`config.mk`:
```
export PLATFORM = sky130hd
export DESIGN_NAME = cmsc_core
export DESIGN_NICKNAME = d
export VERILOG_FILES = /design/src/cmsc_pkg.sv /design/src/cmsc_core.sv /design/src/cmsc_prio.sv
export SDC_FILE = /design/constraint.sdc
export NUM_CORES = 2
export LEC_CHECK = 0
export BUFFER_PORTS_ARGS = -buffer_cell sky130_fd_sc_hd__buf_2
export CAP_MARGIN = 20
export CORE_ASPECT_RATIO = 1.5
export CORE_MARGIN = 8
export CORE_UTILIZATION = 60
export DETAILED_ROUTE_END_ITERATION = 12
export PLACE_DENSITY = 0.8
export SYNTH_ARGS = -nofsm -noshare
export SYNTH_HDL_FRONTEND = slang
export SYNTH_SLANG_ARGS = --single-unit
export TNS_END_PERCENT = 30
```
`constraint.sdc`:
```
create_clock -name hclk -period 2.9 [get_ports hclk]
set_input_delay 0.58 -clock hclk [delete_from_list [all_inputs] [get_ports hclk]]
set_output_delay 0.58 -clock hclk [all_outputs]
set_load 0.03 [all_outputs]
```
`src/cmsc_pkg.sv`:
```
// Purpose: shared constants and types for the cpu mode and state control block
// Assumes: one core clock, asynchronous active-low reset
// Notes: register map sits on an AHB-Lite slave, one 32-bit word per register
package cmsc_pkg;

  // ----------------------------------------------------------------
  // operating modes and status word layout
  // ----------------------------------------------------------------
  typedef enum logic [4:0] {
    MODE_APPLICATION = 5'h10,
    MODE_FAST_INTERRUPT = 5'h11,
    MODE_NORMAL_INTERRUPT = 5'h12,
    MODE_SUPERVISOR = 5'h13,
    MODE_ABORT = 5'h17,
    MODE_UNDEFINED_INSTRUCTION = 5'h1B,
    MODE_SYSTEM = 5'h1F
  } cmsc_mode_t;

  localparam int NUM_MODES = 7;
  localparam int MODE_IDX_W = 3;
  localparam int MODE_LSB = 0;
  localparam int MODE_MSB = 4;
  localparam int COMPACT_BIT = 5;
  localparam int FIQ_OFF_BIT = 6;
  localparam int IRQ_OFF_BIT = 7;
  localparam int FLAGS_LSB = 28;
  localparam int FLAGS_MSB = 31;
  localparam logic [3:0] FLAGS_RESET = 4'h0;

  // ----------------------------------------------------------------
  // exception kinds and vector offsets
  // ----------------------------------------------------------------
  typedef enum logic [2:0] {
    EXC_NONE = 3'h0,
    EXC_DATA_ABORT = 3'h1,
    EXC_FIQ = 3'h2,
    EXC_IRQ = 3'h3,
    EXC_FETCH_ABORT = 3'h4,
    EXC_UNDEF = 3'h5,
    EXC_TRAP = 3'h6
  } cmsc_exc_t;

  localparam logic [31:0] VECTOR_BASE = 32'h0000_0000;
  localparam logic [31:0] VEC_RESET = 32'h0000_0000;
  localparam logic [31:0] VEC_UNDEF = 32'h0000_0004;
  localparam logic [31:0] VEC_TRAP = 32'h0000_0008;
  localparam logic [31:0] VEC_FETCH_ABORT = 32'h0000_000C;
  localparam logic [31:0] VEC_DATA_ABORT = 32'h0000_0010;
  localparam logic [31:0] VEC_IRQ = 32'h0000_0018;
  localparam logic [31:0] VEC_FIQ = 32'h0000_001C;

  // ----------------------------------------------------------------
  // register map (byte addresses)
  // ----------------------------------------------------------------
  localparam logic [7:0] REG_STATUS = 8'h00;
  localparam logic [7:0] REG_SAVED_STATUS = 8'h04;
  localparam logic [7:0] REG_RETURN_ADDR = 8'h08;
  localparam logic [7:0] REG_STACK_PTR = 8'h0C;
  localparam logic [7:0] REG_COMMAND = 8'h10;
  localparam logic [7:0] REG_LAST_VECTOR = 8'h14;
  localparam logic [7:0] REG_SP_BANK = 8'h20;
  localparam logic [7:0] REG_SP_BANK_END = 8'h38;
  localparam int CMD_RETURN_BIT = 0;
  localparam int ADDR_W = 8;
  localparam logic [31:0] SP_RESET = 32'h0000_0000;

  // ----------------------------------------------------------------
  // carriers
  // ----------------------------------------------------------------
  typedef struct packed {
    logic trap;
    logic undef;
    logic fetch_abort;
    logic data_abort;
    logic branch_and_exchange;
    logic bx_target_compact;
  } cmsc_events_t;

  typedef struct packed {
    logic [3:0] flags;
    logic irq_off;
    logic fiq_off;
    logic compact;
    logic [4:0] mode;
  } cmsc_status_t;

  typedef struct packed {
    logic valid;
    logic [31:0] addr;
  } cmsc_redirect_t;

endpackage : cmsc_pkg

```
`src/cmsc_core.sv`:
```
// Purpose: operating mode, instruction state and exception entry control
// Assumes: pipeline events are one-cycle pulses on hclk; irq/fiq are async levels
// Notes: registers reached over AHB-Lite, zero wait states, always OKAY
`timescale 1ns/1ps
module cmsc_core
  import cmsc_pkg::*;
(
  input wire logic hclk, // core clock
  input wire logic hresetn, // async reset, active low
  input wire logic hsel, // slave select
  input wire logic [31:0] haddr, // byte address
  input wire logic [1:0] htrans, // transfer type
  input wire logic hwrite, // write when high
  input wire logic [2:0] hsize, // transfer size
  input wire logic [31:0] hwdata, // write data
  input wire logic hready, // bus ready
  output logic hreadyout, // slave ready
  output logic hresp, // slave response
  output logic [31:0] hrdata, // read data
  input wire logic irq_req, // normal interrupt request level
  input wire logic fiq_req, // fast interrupt request level
  input wire cmsc_events_t events, // pipeline event pulses
  input wire logic [31:0] exec_pc, // address of the current instruction
  input wire logic sp_wr_en, // pipeline writes current stack pointer
  input wire logic [31:0] sp_wr_data, // new stack pointer value
  output logic [4:0] cur_mode, // current mode field
  output logic compact_state, // 16-bit instruction state
  output logic privileged, // not application mode
  output logic [31:0] active_sp, // stack pointer of current mode
  output cmsc_redirect_t vector_out, // exception entry fetch redirect
  output cmsc_redirect_t resume_out // return-to-interrupted-code redirect
);

  // ----------------------------------------------------------------
  // decode helpers
  // ----------------------------------------------------------------
  function automatic logic [MODE_IDX_W-1:0] mode_idx(input logic [4:0] m);
    case (m)
      MODE_APPLICATION: mode_idx = 3'h0;
      MODE_FAST_INTERRUPT: mode_idx = 3'h1;
      MODE_NORMAL_INTERRUPT: mode_idx = 3'h2;
      MODE_SUPERVISOR: mode_idx = 3'h3;
      MODE_ABORT: mode_idx = 3'h4;
      MODE_UNDEFINED_INSTRUCTION: mode_idx = 3'h5;
      MODE_SYSTEM: mode_idx = 3'h6;
      default: mode_idx = 3'h0;
    endcase
  endfunction : mode_idx

  function automatic logic mode_legal(input logic [4:0] m);
    case (m)
      MODE_APPLICATION, MODE_FAST_INTERRUPT, MODE_NORMAL_INTERRUPT, MODE_SUPERVISOR,
      MODE_ABORT, MODE_UNDEFINED_INSTRUCTION, MODE_SYSTEM: mode_legal = 1'b1;
      default: mode_legal = 1'b0;
    endcase
  endfunction : mode_legal

  function automatic logic has_saved(input logic [4:0] m);
    // application and system modes are not exception modes
    has_saved = (m != MODE_APPLICATION) && (m != MODE_SYSTEM);
  endfunction : has_saved

  function automatic logic [31:0] pack_status(input cmsc_status_t s);
    pack_status = 32'h0000_0000;
    pack_status[FLAGS_MSB:FLAGS_LSB] = s.flags;
    pack_status[IRQ_OFF_BIT] = s.irq_off;
    pack_status[FIQ_OFF_BIT] = s.fiq_off;
    pack_status[COMPACT_BIT] = s.compact;
    pack_status[MODE_MSB:MODE_LSB] = s.mode;
  endfunction : pack_status

  function automatic cmsc_status_t unpack_status(input logic [31:0] w);
    unpack_status.flags = w[FLAGS_MSB:FLAGS_LSB];
    unpack_status.irq_off = w[IRQ_OFF_BIT];
    unpack_status.fiq_off = w[FIQ_OFF_BIT];
    unpack_status.compact = w[COMPACT_BIT];
    unpack_status.mode = w[MODE_MSB:MODE_LSB];
  endfunction : unpack_status

  // ----------------------------------------------------------------
  // state
  // ----------------------------------------------------------------
  cmsc_status_t status;
  cmsc_status_t saved_status [NUM_MODES];
  logic [31:0] saved_ret [NUM_MODES];
  logic [31:0] sp_bank [NUM_MODES];
  logic [31:0] last_vector;
  logic irq_meta, irq_sync, fiq_meta, fiq_sync;
  logic wr_pend;
  logic [ADDR_W-1:0] wr_addr;
  logic [ADDR_W-1:0] rd_addr;
  cmsc_exc_t exc;
  logic [MODE_IDX_W-1:0] cur_idx;
  logic is_priv;

  assign cur_idx = mode_idx(status.mode);
  assign is_priv = (status.mode != MODE_APPLICATION);

  // ----------------------------------------------------------------
  // interrupt request synchronisers
  // ----------------------------------------------------------------
  // requests are levels held by the controller, so sampling late is safe
  always_ff @(posedge hclk or negedge hresetn) begin
    if (!hresetn) begin
      irq_meta <= 1'b0;
      irq_sync <= 1'b0;
      fiq_meta <= 1'b0;
      fiq_sync <= 1'b0;
    end else begin
      irq_meta <= irq_req;
      irq_sync <= irq_meta;
      fiq_meta <= fiq_req;
      fiq_sync <= fiq_meta;
    end
  end

  // ----------------------------------------------------------------
  // exception arbitration
  // ----------------------------------------------------------------
  cmsc_prio u_prio (
    .data_abort (events.data_abort),
    .fiq_take (fiq_sync & ~status.fiq_off),
    .irq_take (irq_sync & ~status.irq_off),
    .fetch_abort (events.fetch_abort),
    .undef (events.undef),
    .trap (events.trap),
    .exc (exc)
  );

  logic [4:0] entry_mode;
  logic [31:0] entry_vec;
  logic entry;

  always_comb begin
    entry = 1'b1;
    unique case (exc)
      EXC_DATA_ABORT: begin
        entry_mode = MODE_ABORT;
        entry_vec = VEC_DATA_ABORT;
      end
      EXC_FIQ: begin
        entry_mode = MODE_FAST_INTERRUPT;
        entry_vec = VEC_FIQ;
      end
      EXC_IRQ: begin
        entry_mode = MODE_NORMAL_INTERRUPT;
        entry_vec = VEC_IRQ;
      end
      EXC_FETCH_ABORT: begin
        entry_mode = MODE_ABORT;
        entry_vec = VEC_FETCH_ABORT;
      end
      EXC_UNDEF: begin
        entry_mode = MODE_UNDEFINED_INSTRUCTION;
        entry_vec = VEC_UNDEF;
      end
      EXC_TRAP: begin
        entry_mode = MODE_SUPERVISOR;
        entry_vec = VEC_TRAP;
      end
      default: begin
        entry = 1'b0;
        entry_mode = status.mode;
        entry_vec = VEC_RESET;
      end
    endcase
  end

  // ----------------------------------------------------------------
  // bus slave: address phase capture
  // ----------------------------------------------------------------
  logic addr_phase;
  assign addr_phase = hsel & hready & htrans[1];

  always_ff @(posedge hclk or negedge hresetn) begin
    if (!hresetn) begin
      wr_pend <= 1'b0;
      wr_addr <= '0;
    end else if (hready) begin
      wr_pend <= addr_phase & hwrite;
      wr_addr <= haddr[ADDR_W-1:0];
    end
  end

  assign hreadyout = 1'b1;
  assign hresp = 1'b0;

  // write strobes, decoded in the data phase
  logic wr_status, wr_sp_cur, wr_cmd, wr_bank;
  logic [MODE_IDX_W-1:0] bank_idx;
  logic do_return;
  assign wr_status = wr_pend && (wr_addr == REG_STATUS);
  assign wr_sp_cur = wr_pend && (wr_addr == REG_STACK_PTR);
  assign wr_cmd = wr_pend && (wr_addr == REG_COMMAND);
  assign wr_bank = wr_pend && is_priv && (wr_addr >= REG_SP_BANK)
                   && (wr_addr <= REG_SP_BANK_END) && (wr_addr[1:0] == 2'b00);
  assign bank_idx = MODE_IDX_W'((wr_addr - REG_SP_BANK) >> 2);
  // resume only makes sense from a mode that holds a saved context
  assign do_return = wr_cmd && hwdata[CMD_RETURN_BIT] && has_saved(status.mode);

  // ----------------------------------------------------------------
  // status word: mode, masks, compact state, flags
  // ----------------------------------------------------------------
  cmsc_status_t wr_st;
  assign wr_st = unpack_status(hwdata);

  always_ff @(posedge hclk or negedge hresetn) begin
    if (!hresetn) begin
      // reset entry: supervisor, both masks set, 32-bit state
      status.flags <= FLAGS_RESET;
      status.irq_off <= 1'b1;
      status.fiq_off <= 1'b1;
      status.compact <= 1'b0;
      status.mode <= MODE_SUPERVISOR;
    end else if (entry) begin
      // an exception outranks any same-cycle software write
      status.mode <= entry_mode;
      status.irq_off <= 1'b1;
      if (exc == EXC_FIQ) begin
        status.fiq_off <= 1'b1;
      end
    end else if (do_return) begin
      status <= saved_status[cur_idx];
    end else if (events.branch_and_exchange) begin
      status.compact <= events.bx_target_compact;
    end else if (wr_status) begin
      status.flags <= wr_st.flags;
      // application code may only touch the condition flags
      if (is_priv) begin
        status.irq_off <= wr_st.irq_off;
        status.fiq_off <= wr_st.fiq_off;
        if (mode_legal(wr_st.mode)) begin
          status.mode <= wr_st.mode;
        end
      end
    end
  end

  // ----------------------------------------------------------------
  // saved context per exception mode
  // ----------------------------------------------------------------
  logic [MODE_IDX_W-1:0] entry_idx;
  assign entry_idx = mode_idx(entry_mode);

  always_ff @(posedge hclk or negedge hresetn) begin
    if (!hresetn) begin
      for (int i = 0; i < NUM_MODES; i++) begin
        saved_status[i] <= '0;
        saved_ret[i] <= '0;
      end
    end else if (entry) begin
      saved_status[entry_idx] <= status;
      saved_ret[entry_idx] <= exec_pc;
    end
  end

  // ----------------------------------------------------------------
  // banked stack pointers
  // ----------------------------------------------------------------
  genvar g;
  generate
    for (g = 0; g < NUM_MODES; g++) begin : g_sp
      always_ff @(posedge hclk or negedge hresetn) begin
        if (!hresetn) begin
          sp_bank[g] <= SP_RESET;
        end else if (!entry && sp_wr_en && (cur_idx == MODE_IDX_W'(g))) begin
          sp_bank[g] <= sp_wr_data;
        end else if (wr_sp_cur && (cur_idx == MODE_IDX_W'(g))) begin
          sp_bank[g] <= hwdata;
        end else if (wr_bank && (bank_idx == MODE_IDX_W'(g))) begin
          sp_bank[g] <= hwdata;
        end
      end
    end
  endgenerate

  // selection follows the mode field, so entry switches stacks at once
  assign active_sp = sp_bank[cur_idx];

  // ----------------------------------------------------------------
  // redirect outputs
  // ----------------------------------------------------------------
  always_ff @(posedge hclk or negedge hresetn) begin
    if (!hresetn) begin
      vector_out <= '0;
      resume_out <= '0;
      last_vector <= VEC_RESET;
    end else begin
      vector_out.valid <= entry;
      vector_out.addr <= VECTOR_BASE + entry_vec;
      resume_out.valid <= do_return && !entry;
      resume_out.addr <= saved_ret[cur_idx];
      if (entry) begin
        last_vector <= entry_vec;
      end
    end
  end

  assign cur_mode = status.mode;
  assign compact_state = status.compact;
  assign privileged = is_priv;

  // ----------------------------------------------------------------
  // bus slave: read data
  // ----------------------------------------------------------------
  // captured in the address phase so read data leaves a flop; no read has side effects
  logic [MODE_IDX_W-1:0] rd_bank_idx;
  assign rd_addr = haddr[ADDR_W-1:0];
  assign rd_bank_idx = MODE_IDX_W'((rd_addr - REG_SP_BANK) >> 2);

  always_ff @(posedge hclk or negedge hresetn) begin
    if (!hresetn) begin
      hrdata <= 32'h0000_0000;
    end else if (hready) begin
      hrdata <= 32'h0000_0000;
      if (addr_phase && !hwrite) begin
        if (rd_addr == REG_STATUS) begin
          hrdata <= pack_status(status);
        end else if (rd_addr == REG_SAVED_STATUS) begin
          hrdata <= pack_status(saved_status[cur_idx]);
        end else if (rd_addr == REG_RETURN_ADDR) begin
          hrdata <= saved_ret[cur_idx];
        end else if (rd_addr == REG_STACK_PTR) begin
          hrdata <= sp_bank[cur_idx];
        end else if (rd_addr == REG_LAST_VECTOR) begin
          hrdata <= last_vector;
        end else if ((rd_addr >= REG_SP_BANK) && (rd_addr <= REG_SP_BANK_END)
                     && (rd_addr[1:0] == 2'b00) && is_priv) begin
          hrdata <= sp_bank[rd_bank_idx];
        end
      end
    end
  end

  // hsize is accepted as a whole word; narrower writes update the full word
  logic unused_ok;
  assign unused_ok = &{1'b0, hsize, haddr[31:ADDR_W]};

endmodule : cmsc_core

```
`src/cmsc_prio.sv`:
```
// Purpose: pick the one exception to take among those pending
// Assumes: fiq_take and irq_take already qualified by the interrupt disable flags
// Notes: purely combinational
`timescale 1ns/1ps
module cmsc_prio
  import cmsc_pkg::*;
(
  input wire logic data_abort, // data access aborted
  input wire logic fiq_take, // fast request, unmasked
  input wire logic irq_take, // normal request, unmasked
  input wire logic fetch_abort, // instruction fetch aborted
  input wire logic undef, // undefined encoding executed
  input wire logic trap, // software trap executed
  output cmsc_exc_t exc // winning exception
);

  always_comb begin
    if (data_abort) begin
      exc = EXC_DATA_ABORT;
    end else if (fiq_take) begin
      exc = EXC_FIQ;
    end else if (irq_take) begin
      exc = EXC_IRQ;
    end else if (fetch_abort) begin
      exc = EXC_FETCH_ABORT;
    end else if (undef) begin
      // equal rank; one instruction cannot be both, undef checked first
      exc = EXC_UNDEF;
    end else if (trap) begin
      exc = EXC_TRAP;
    end else begin
      exc = EXC_NONE;
    end
  end

endmodule : cmsc_prio

```
Word-level counts from Yosys, hierarchy flattened --
Cells that the tools add are included.
Word-level totals: register bits 687
Operators by class: mux-type cells 75, bitwise gates (word level) 11, add/subtract/negate cells 2, order comparisons 8, eq/ne operators 48, reduce and logical (&&, ||, !) cells 66
Operator list (number):
- $mux 32 | 35
- $bmux 32 s3 | 3
- $bwmux 224 | 1
- $demux 32 s3 | 1
- $eq 5x5->1 const B | 19
- $bwmux 84 | 1
- $mux 12 | 4
- $logic_and 1x1->1 | 38
- $bmux 12 s3 | 1
- $demux 12 s3 | 1
- $pmux 3 s6 | 2
- $pmux 5 s6 | 1
- $reduce_bool 3->1 | 10
- $eq 3x3->1 const B | 9
- $mux 5 | 5
- $pmux 5 s5 | 1
- $eq 8x4->1 const B | 3
- $eq 3x2->1 const B | 6
- $mux 3 | 6
- $eq 8x5->1 const B | 2
- $ge 8x6->1 const B | 2
- $le 8x6->1 const B | 2
- $logic_not 8->1 | 2
- $ge 4x4->1 const B | 3
- 23 further kinds | 52

Longest topological paths before layout --
word-level depth 17, depth in mapped cells 11, gate-level depth less buffers 7

Modules after synthesis --
Synthesis repeated with hierarchy kept, for this count alone.
Unflattened totals: cells, all modules 3124, area total of the unflattened synthesis 32740.2 µm²
By module, submodules not included:
- cmsc_core | times used 1, area an instance 32693.9 µm², sequential area each 15746.4 µm², cells each 3116
- cmsc_prio | times used 1, area an instance 46.3 µm², sequential area each 0.0 µm², cells each 8

Worst setup path after synthesis --
Ideal clock, no wire load.
kind reg-to-output, from register status, in the netlist cur_mode[0], to output port active_sp[23], setup slack -0.040 ns, path buffers 3, required time 2.320 ns, stages on the path, launching flop included 8, arrival time 2.360 ns, cell sequence dfstp_2 buf_4 nand3_1 a21oi_4 buf_4 buf_4 nor3_1 o32ai_1
On the way: cells in the longest elaborated chain, start to end 6
Ends and longest elaborated chain:
- start, declared | RTL line cmsc_core.sv:83 | cmsc_status_t status;
- start signal, assigned | RTL line cmsc_core.sv:223 | status <= saved_status[cur_idx];
- $eq 5x5->1 | RTL line cmsc_core.sv:38 | case (m)
- $pmux 3 s6 (*) | RTL line cmsc_core.sv:38
- $not 3->4 (implied by the code) (*) | RTL line cmsc_core.sv:278 | assign active_sp = sp_bank[cur_idx];
- $bmux 32 s3 (*) | RTL line cmsc_core.sv:278
- $mux 32 (implied by the code) (*) (2 in a row) | RTL line cmsc_core.sv:278
- end, declared | RTL line cmsc_core.sv:29 | output logic [31:0] active_sp,
Every way passes the cells marked *; elsewhere a longest branch is shown, timed or not. The select of a mux whose other input is x is not followed.

Worst setup path after layout --
from register status, in the netlist cur_mode[0], to output port active_sp[27]
Same word-level chain as after synthesis.

==> impl_metrics.csv <==
group,metric,value,unit
routing,viasPerCell,7.084,
synth,synth_warnings,0,
finish,finalNetCount,3583,
sta,post-route-min-period,3.454,ns
setup_path,crit_fanout,7,
global_routing,overflow,0,
global_routing,grt_pass1_wl,193.0,mm
setup_path,crit_start,"cur_mode[0]",
synth,synth_seq_area_share,0.4789,
place,io_buffers,226,
sta,hold_violations,0,
finish,area_growth,22.17,%
sta,fin_ws,-0.5539,ns
cts,clkTransAtPathRegs,0.06,ns
synth,postSynth.asyncResetShare,1.000,
routing,vias,29695,
routing,ant_nets,0,
setup_path,critPathKind,"register to primary output",
setup_path,critPathBufInv,5,
die,initial_core_util,0.6045,
sta,slew_viol_final,0,
global_routing,antenna_found_initial,23,
setup_path,critPathMaxStageDelay,0.60,ns
synth,synth_cell_types,90,
sta,period_share,1.191,
power_and_ir_drop,p_total,25.44,mW
die,placeableCoreArea,54390,sq um
place,placed_area,35630,sq um
power_and_ir_drop,power_density,633.2,nW/um^2
run,max_cap_viol_count,0,
routing,drc,0,
sta,setup_viol,39,
sta,max_freq,289.5,MHz
sta,rsz0062_at_grt,"yes",
routing,drtIter0Drc,4275,
cts,htreeDepth,2,
min_path,min_from,"fiq_req",
synth,avgSynthCellArea,10.32,sq um
routing,dr.pass1.iters,7,
power_and_ir_drop,peakVddDrop,0.5281,mV
routing,wl_per_cell,31.16,um
setup_path,crit_top_cell,"buf_6",
min_path,hp-class,"input port to register",
place,hpwlAfterDp,80.46,mm
synth,synth_enable_flop_cells,0,
die,die_y,302.7,um
setup_path,cp.arrival,2.87,ns
sta,slew_headroom,0.5281,
setup_path,setup.worst_path.end_class,"primary output",
finish,final.fill_count,3615,
power_and_ir_drop,power.leakage,19.38,nW
run_status,violations,"negative setup slack",
synth,yosysTopAreaCell,"dfrtp_1",
synth,synth_top_area_share,0.4749,
setup_path,crit_chain,"buf_6 > nand3_4 > a21oi_4 > buf_12 > buf_6 > a211oi_2 > o32ai_2 > buf_4 > buf_8",
global_routing,grt_max_degree,96,
synth,ys_ff_latch,629,
die,dieArea,62700,sq um
global_routing,grt_pass1_vias,30517,
place,place_inst,3968,
setup_path,rr_startpoint,"cur_mode[4]",
synth,ys_top_cells_by_area,"dfrtp_1, mux2i_1, mux2_2, o21ai_0, a21oi_1",
sta,finalClockSkew,0.02530,ns
die,fp.dieW,207.1,um
cts,cts_tree,"yes",
setup_path,critPathSlowestCell,"dfstp_2",
die,pin_count,286,
cts,cts-buffers-inserted,58,
setup_path,critPathTopFamily,"buffers and inverters",
synth,netlist_area,32880,sq um
synth,synth_top_flop_cell,"dfrtp_1",
die,fp-row-count,105,
routing,drt-total-wl,130.6,mm
global_routing,track_usage,0.4066,
sta,worst_slew_pin_slew,0.7020,ns
setup_path,cp.required,2.32,ns
cts,clkSinkCount,629,
finish,layout-drive-gt1-share,0.3117,
finish,final_area,40170,sq um
synth,synthCells,3186,
run_status,status,"finished, violations left",
setup_path,worst_setup_path_start_kind,"register",
place,gp_congestion,0.9849,
cts,clkLatencyLatePin,0.66,ns
finish,layout.cells.non_filler,4192,
cts,cts_root_buffer,"clkbuf_16",
cts,cts_buffer_depth,3,
[report_power, final]
part / leakage (nW) / internal (mW) / total [mW] / switching (mW)
clock network: 1.05 / 5.03 / 8.67 / 3.64
logic: 10.2 / 2.57 / 5.94 / 3.37
registers: 8.14 / 9.93 / 10.8 / 0.893
total: 19.4 / 17.5 / 25.4 / 7.91
[layout by cell type, fill, tap and decap left out, types with 41 or more instances in the layout]
cell       count
o21ai_0      233
buf_6         49
mux2_2       221
nand2_1      228
buf_2        191
inv_1         56
clkbuf_16     59
dfrtp_1      622
nor2_1       192
buf_12        72
nor2b_1       41
mux2i_1      275
a21oi_1      207
and3_1        67
buf_4        209
[final cells by class]
cell class | count | area [sq um] | area share
clock buffer | 83 | 1715 | 0.04270
clock inverter | 25 | 436.7 | 0.01087
inverter | 59 | 221.5 | 0.005513
sequential | 629 | 15750 | 0.3921
multi-input combinational | 2146 | 16150 | 0.4020
antenna | 13 | 32.53 | 0.0008098
tap | 695 | 869.6 | 0.02165
timing repair buffer | 542 | 4995 | 0.1243
[state kept, by name, indices dropped and copies added (netlist names)]
name and cells:
irq_sync 1, hrdata 32, saved_status 84, saved_ret 224, status 6, vector_out 4, cur_mode 5, fiq_meta 1
wr_addr 8, wr_pend 1, last_vector 3, sp_bank 224, fiq_sync 1, compact_state 1, resume_out 33, irq_meta 1
[worst reg2reg max path, delay by kind of cell, from the launching register on]
kind                   cells  cell delay (ns)
AOI/OAI and AO/OA          4             1.08
buffers and inverters      5             0.81
DFF                        1             0.60
muxes                      1             0.13
and+or+nand+nor            1             0.19
[kinds of logic (layout without fill, tap and decap cells)]
| kind of cell | count (synthesis) | count (layout) | synth area share |
|---|---|---|---|
| AO/OA/AOI/OAI | 869 | 870 | 0.1718 |
| AND/OR/NAND/NOR | 714 | 714 | 0.1030 |
| flip-flops | 629 | 629 | 0.4789 |
| multiplexers | 530 | 530 | 0.1819 |
| buffers and inverters | 441 | 709 | 0.06385 |
| other | 2 | 44 | 0.0002284 |
| XOR/XNOR | 1 | 1 | 0.0002664 |
[path summary, 6_finish.rpt]
kind / to / slack, ns / cells past startpoint
worst max-delay path: active_sp[27] / -0.55 / 9
max in group asynchronous: sp_bank[22] / 1.43 / 3
worst min-delay path: fiq_meta / 0.04 / 1
worst max register to register: hrdata[4] / -0.04 / 11
worst min register to register: fiq_sync / 0.34 / 0
min in group asynchronous: saved_ret[177] / 0.46 / 2
[cells in the mapped netlist (all sizes together), types with 14 or more instances]
cell     count
nand2      239
o221ai      25
a31oi       21
nand3       43
clkbuf     190
o2bb2ai     17
mux2i      277
a22oi       31
nor2b       43
o21ai      264
o32a        17
mux4        32
and3        68
dfrtp      624
o32ai       18
buf        192
a311oi      14
nor2       211
a21o        23
nor3        44
inv         58
o22ai       34
a211oi      56
mux2       221
nand2b      14
a21oi      212
[layer usage]
metal | wire length (um) | vias up | global-route usage
met4 | 12330 | 16 | 0.3269
met2 | 60430 | 2452 | 0.6458
li1 | - | 11950 | -
met1 | 42720 | 14453 | 0.4467
met3 | 15040 | 824 | 0.1342
met5 | 109 | - | 0
[metrics by stage]
stage / hold slack, ns / util / setup TNS (ns) / setup WS (ns)
finish: 0.04080 / 0.7386 / -14.25 / -0.5539
detailed placement: 0.3465 / 0.6551 / -0.2747 / -0.1219
global route: 0.04001 / 0.7383 / -15.60 / -0.5851
global placement: 0.3364 / 0.6551 / -0.1525 / -0.1235
CTS: 0.03038 / 0.7254 / -10.52 / -0.3701
floorplan: 0.2844 / - / -0.02012 / -0.01074
[repair_timing]
item / 4_1_cts / 5_1_grt
endpoints found under the setup margin: 35 / 58
cloned: 14 / 1
endpoints found under the hold margin: 39 / 0
pin swaps: 51 / 41
setup buffers: 62 / 32
resized for setup: 195 / 130
hold buffers: 1 / 0
Note: power is estimated with default switching activity, not from simulation.
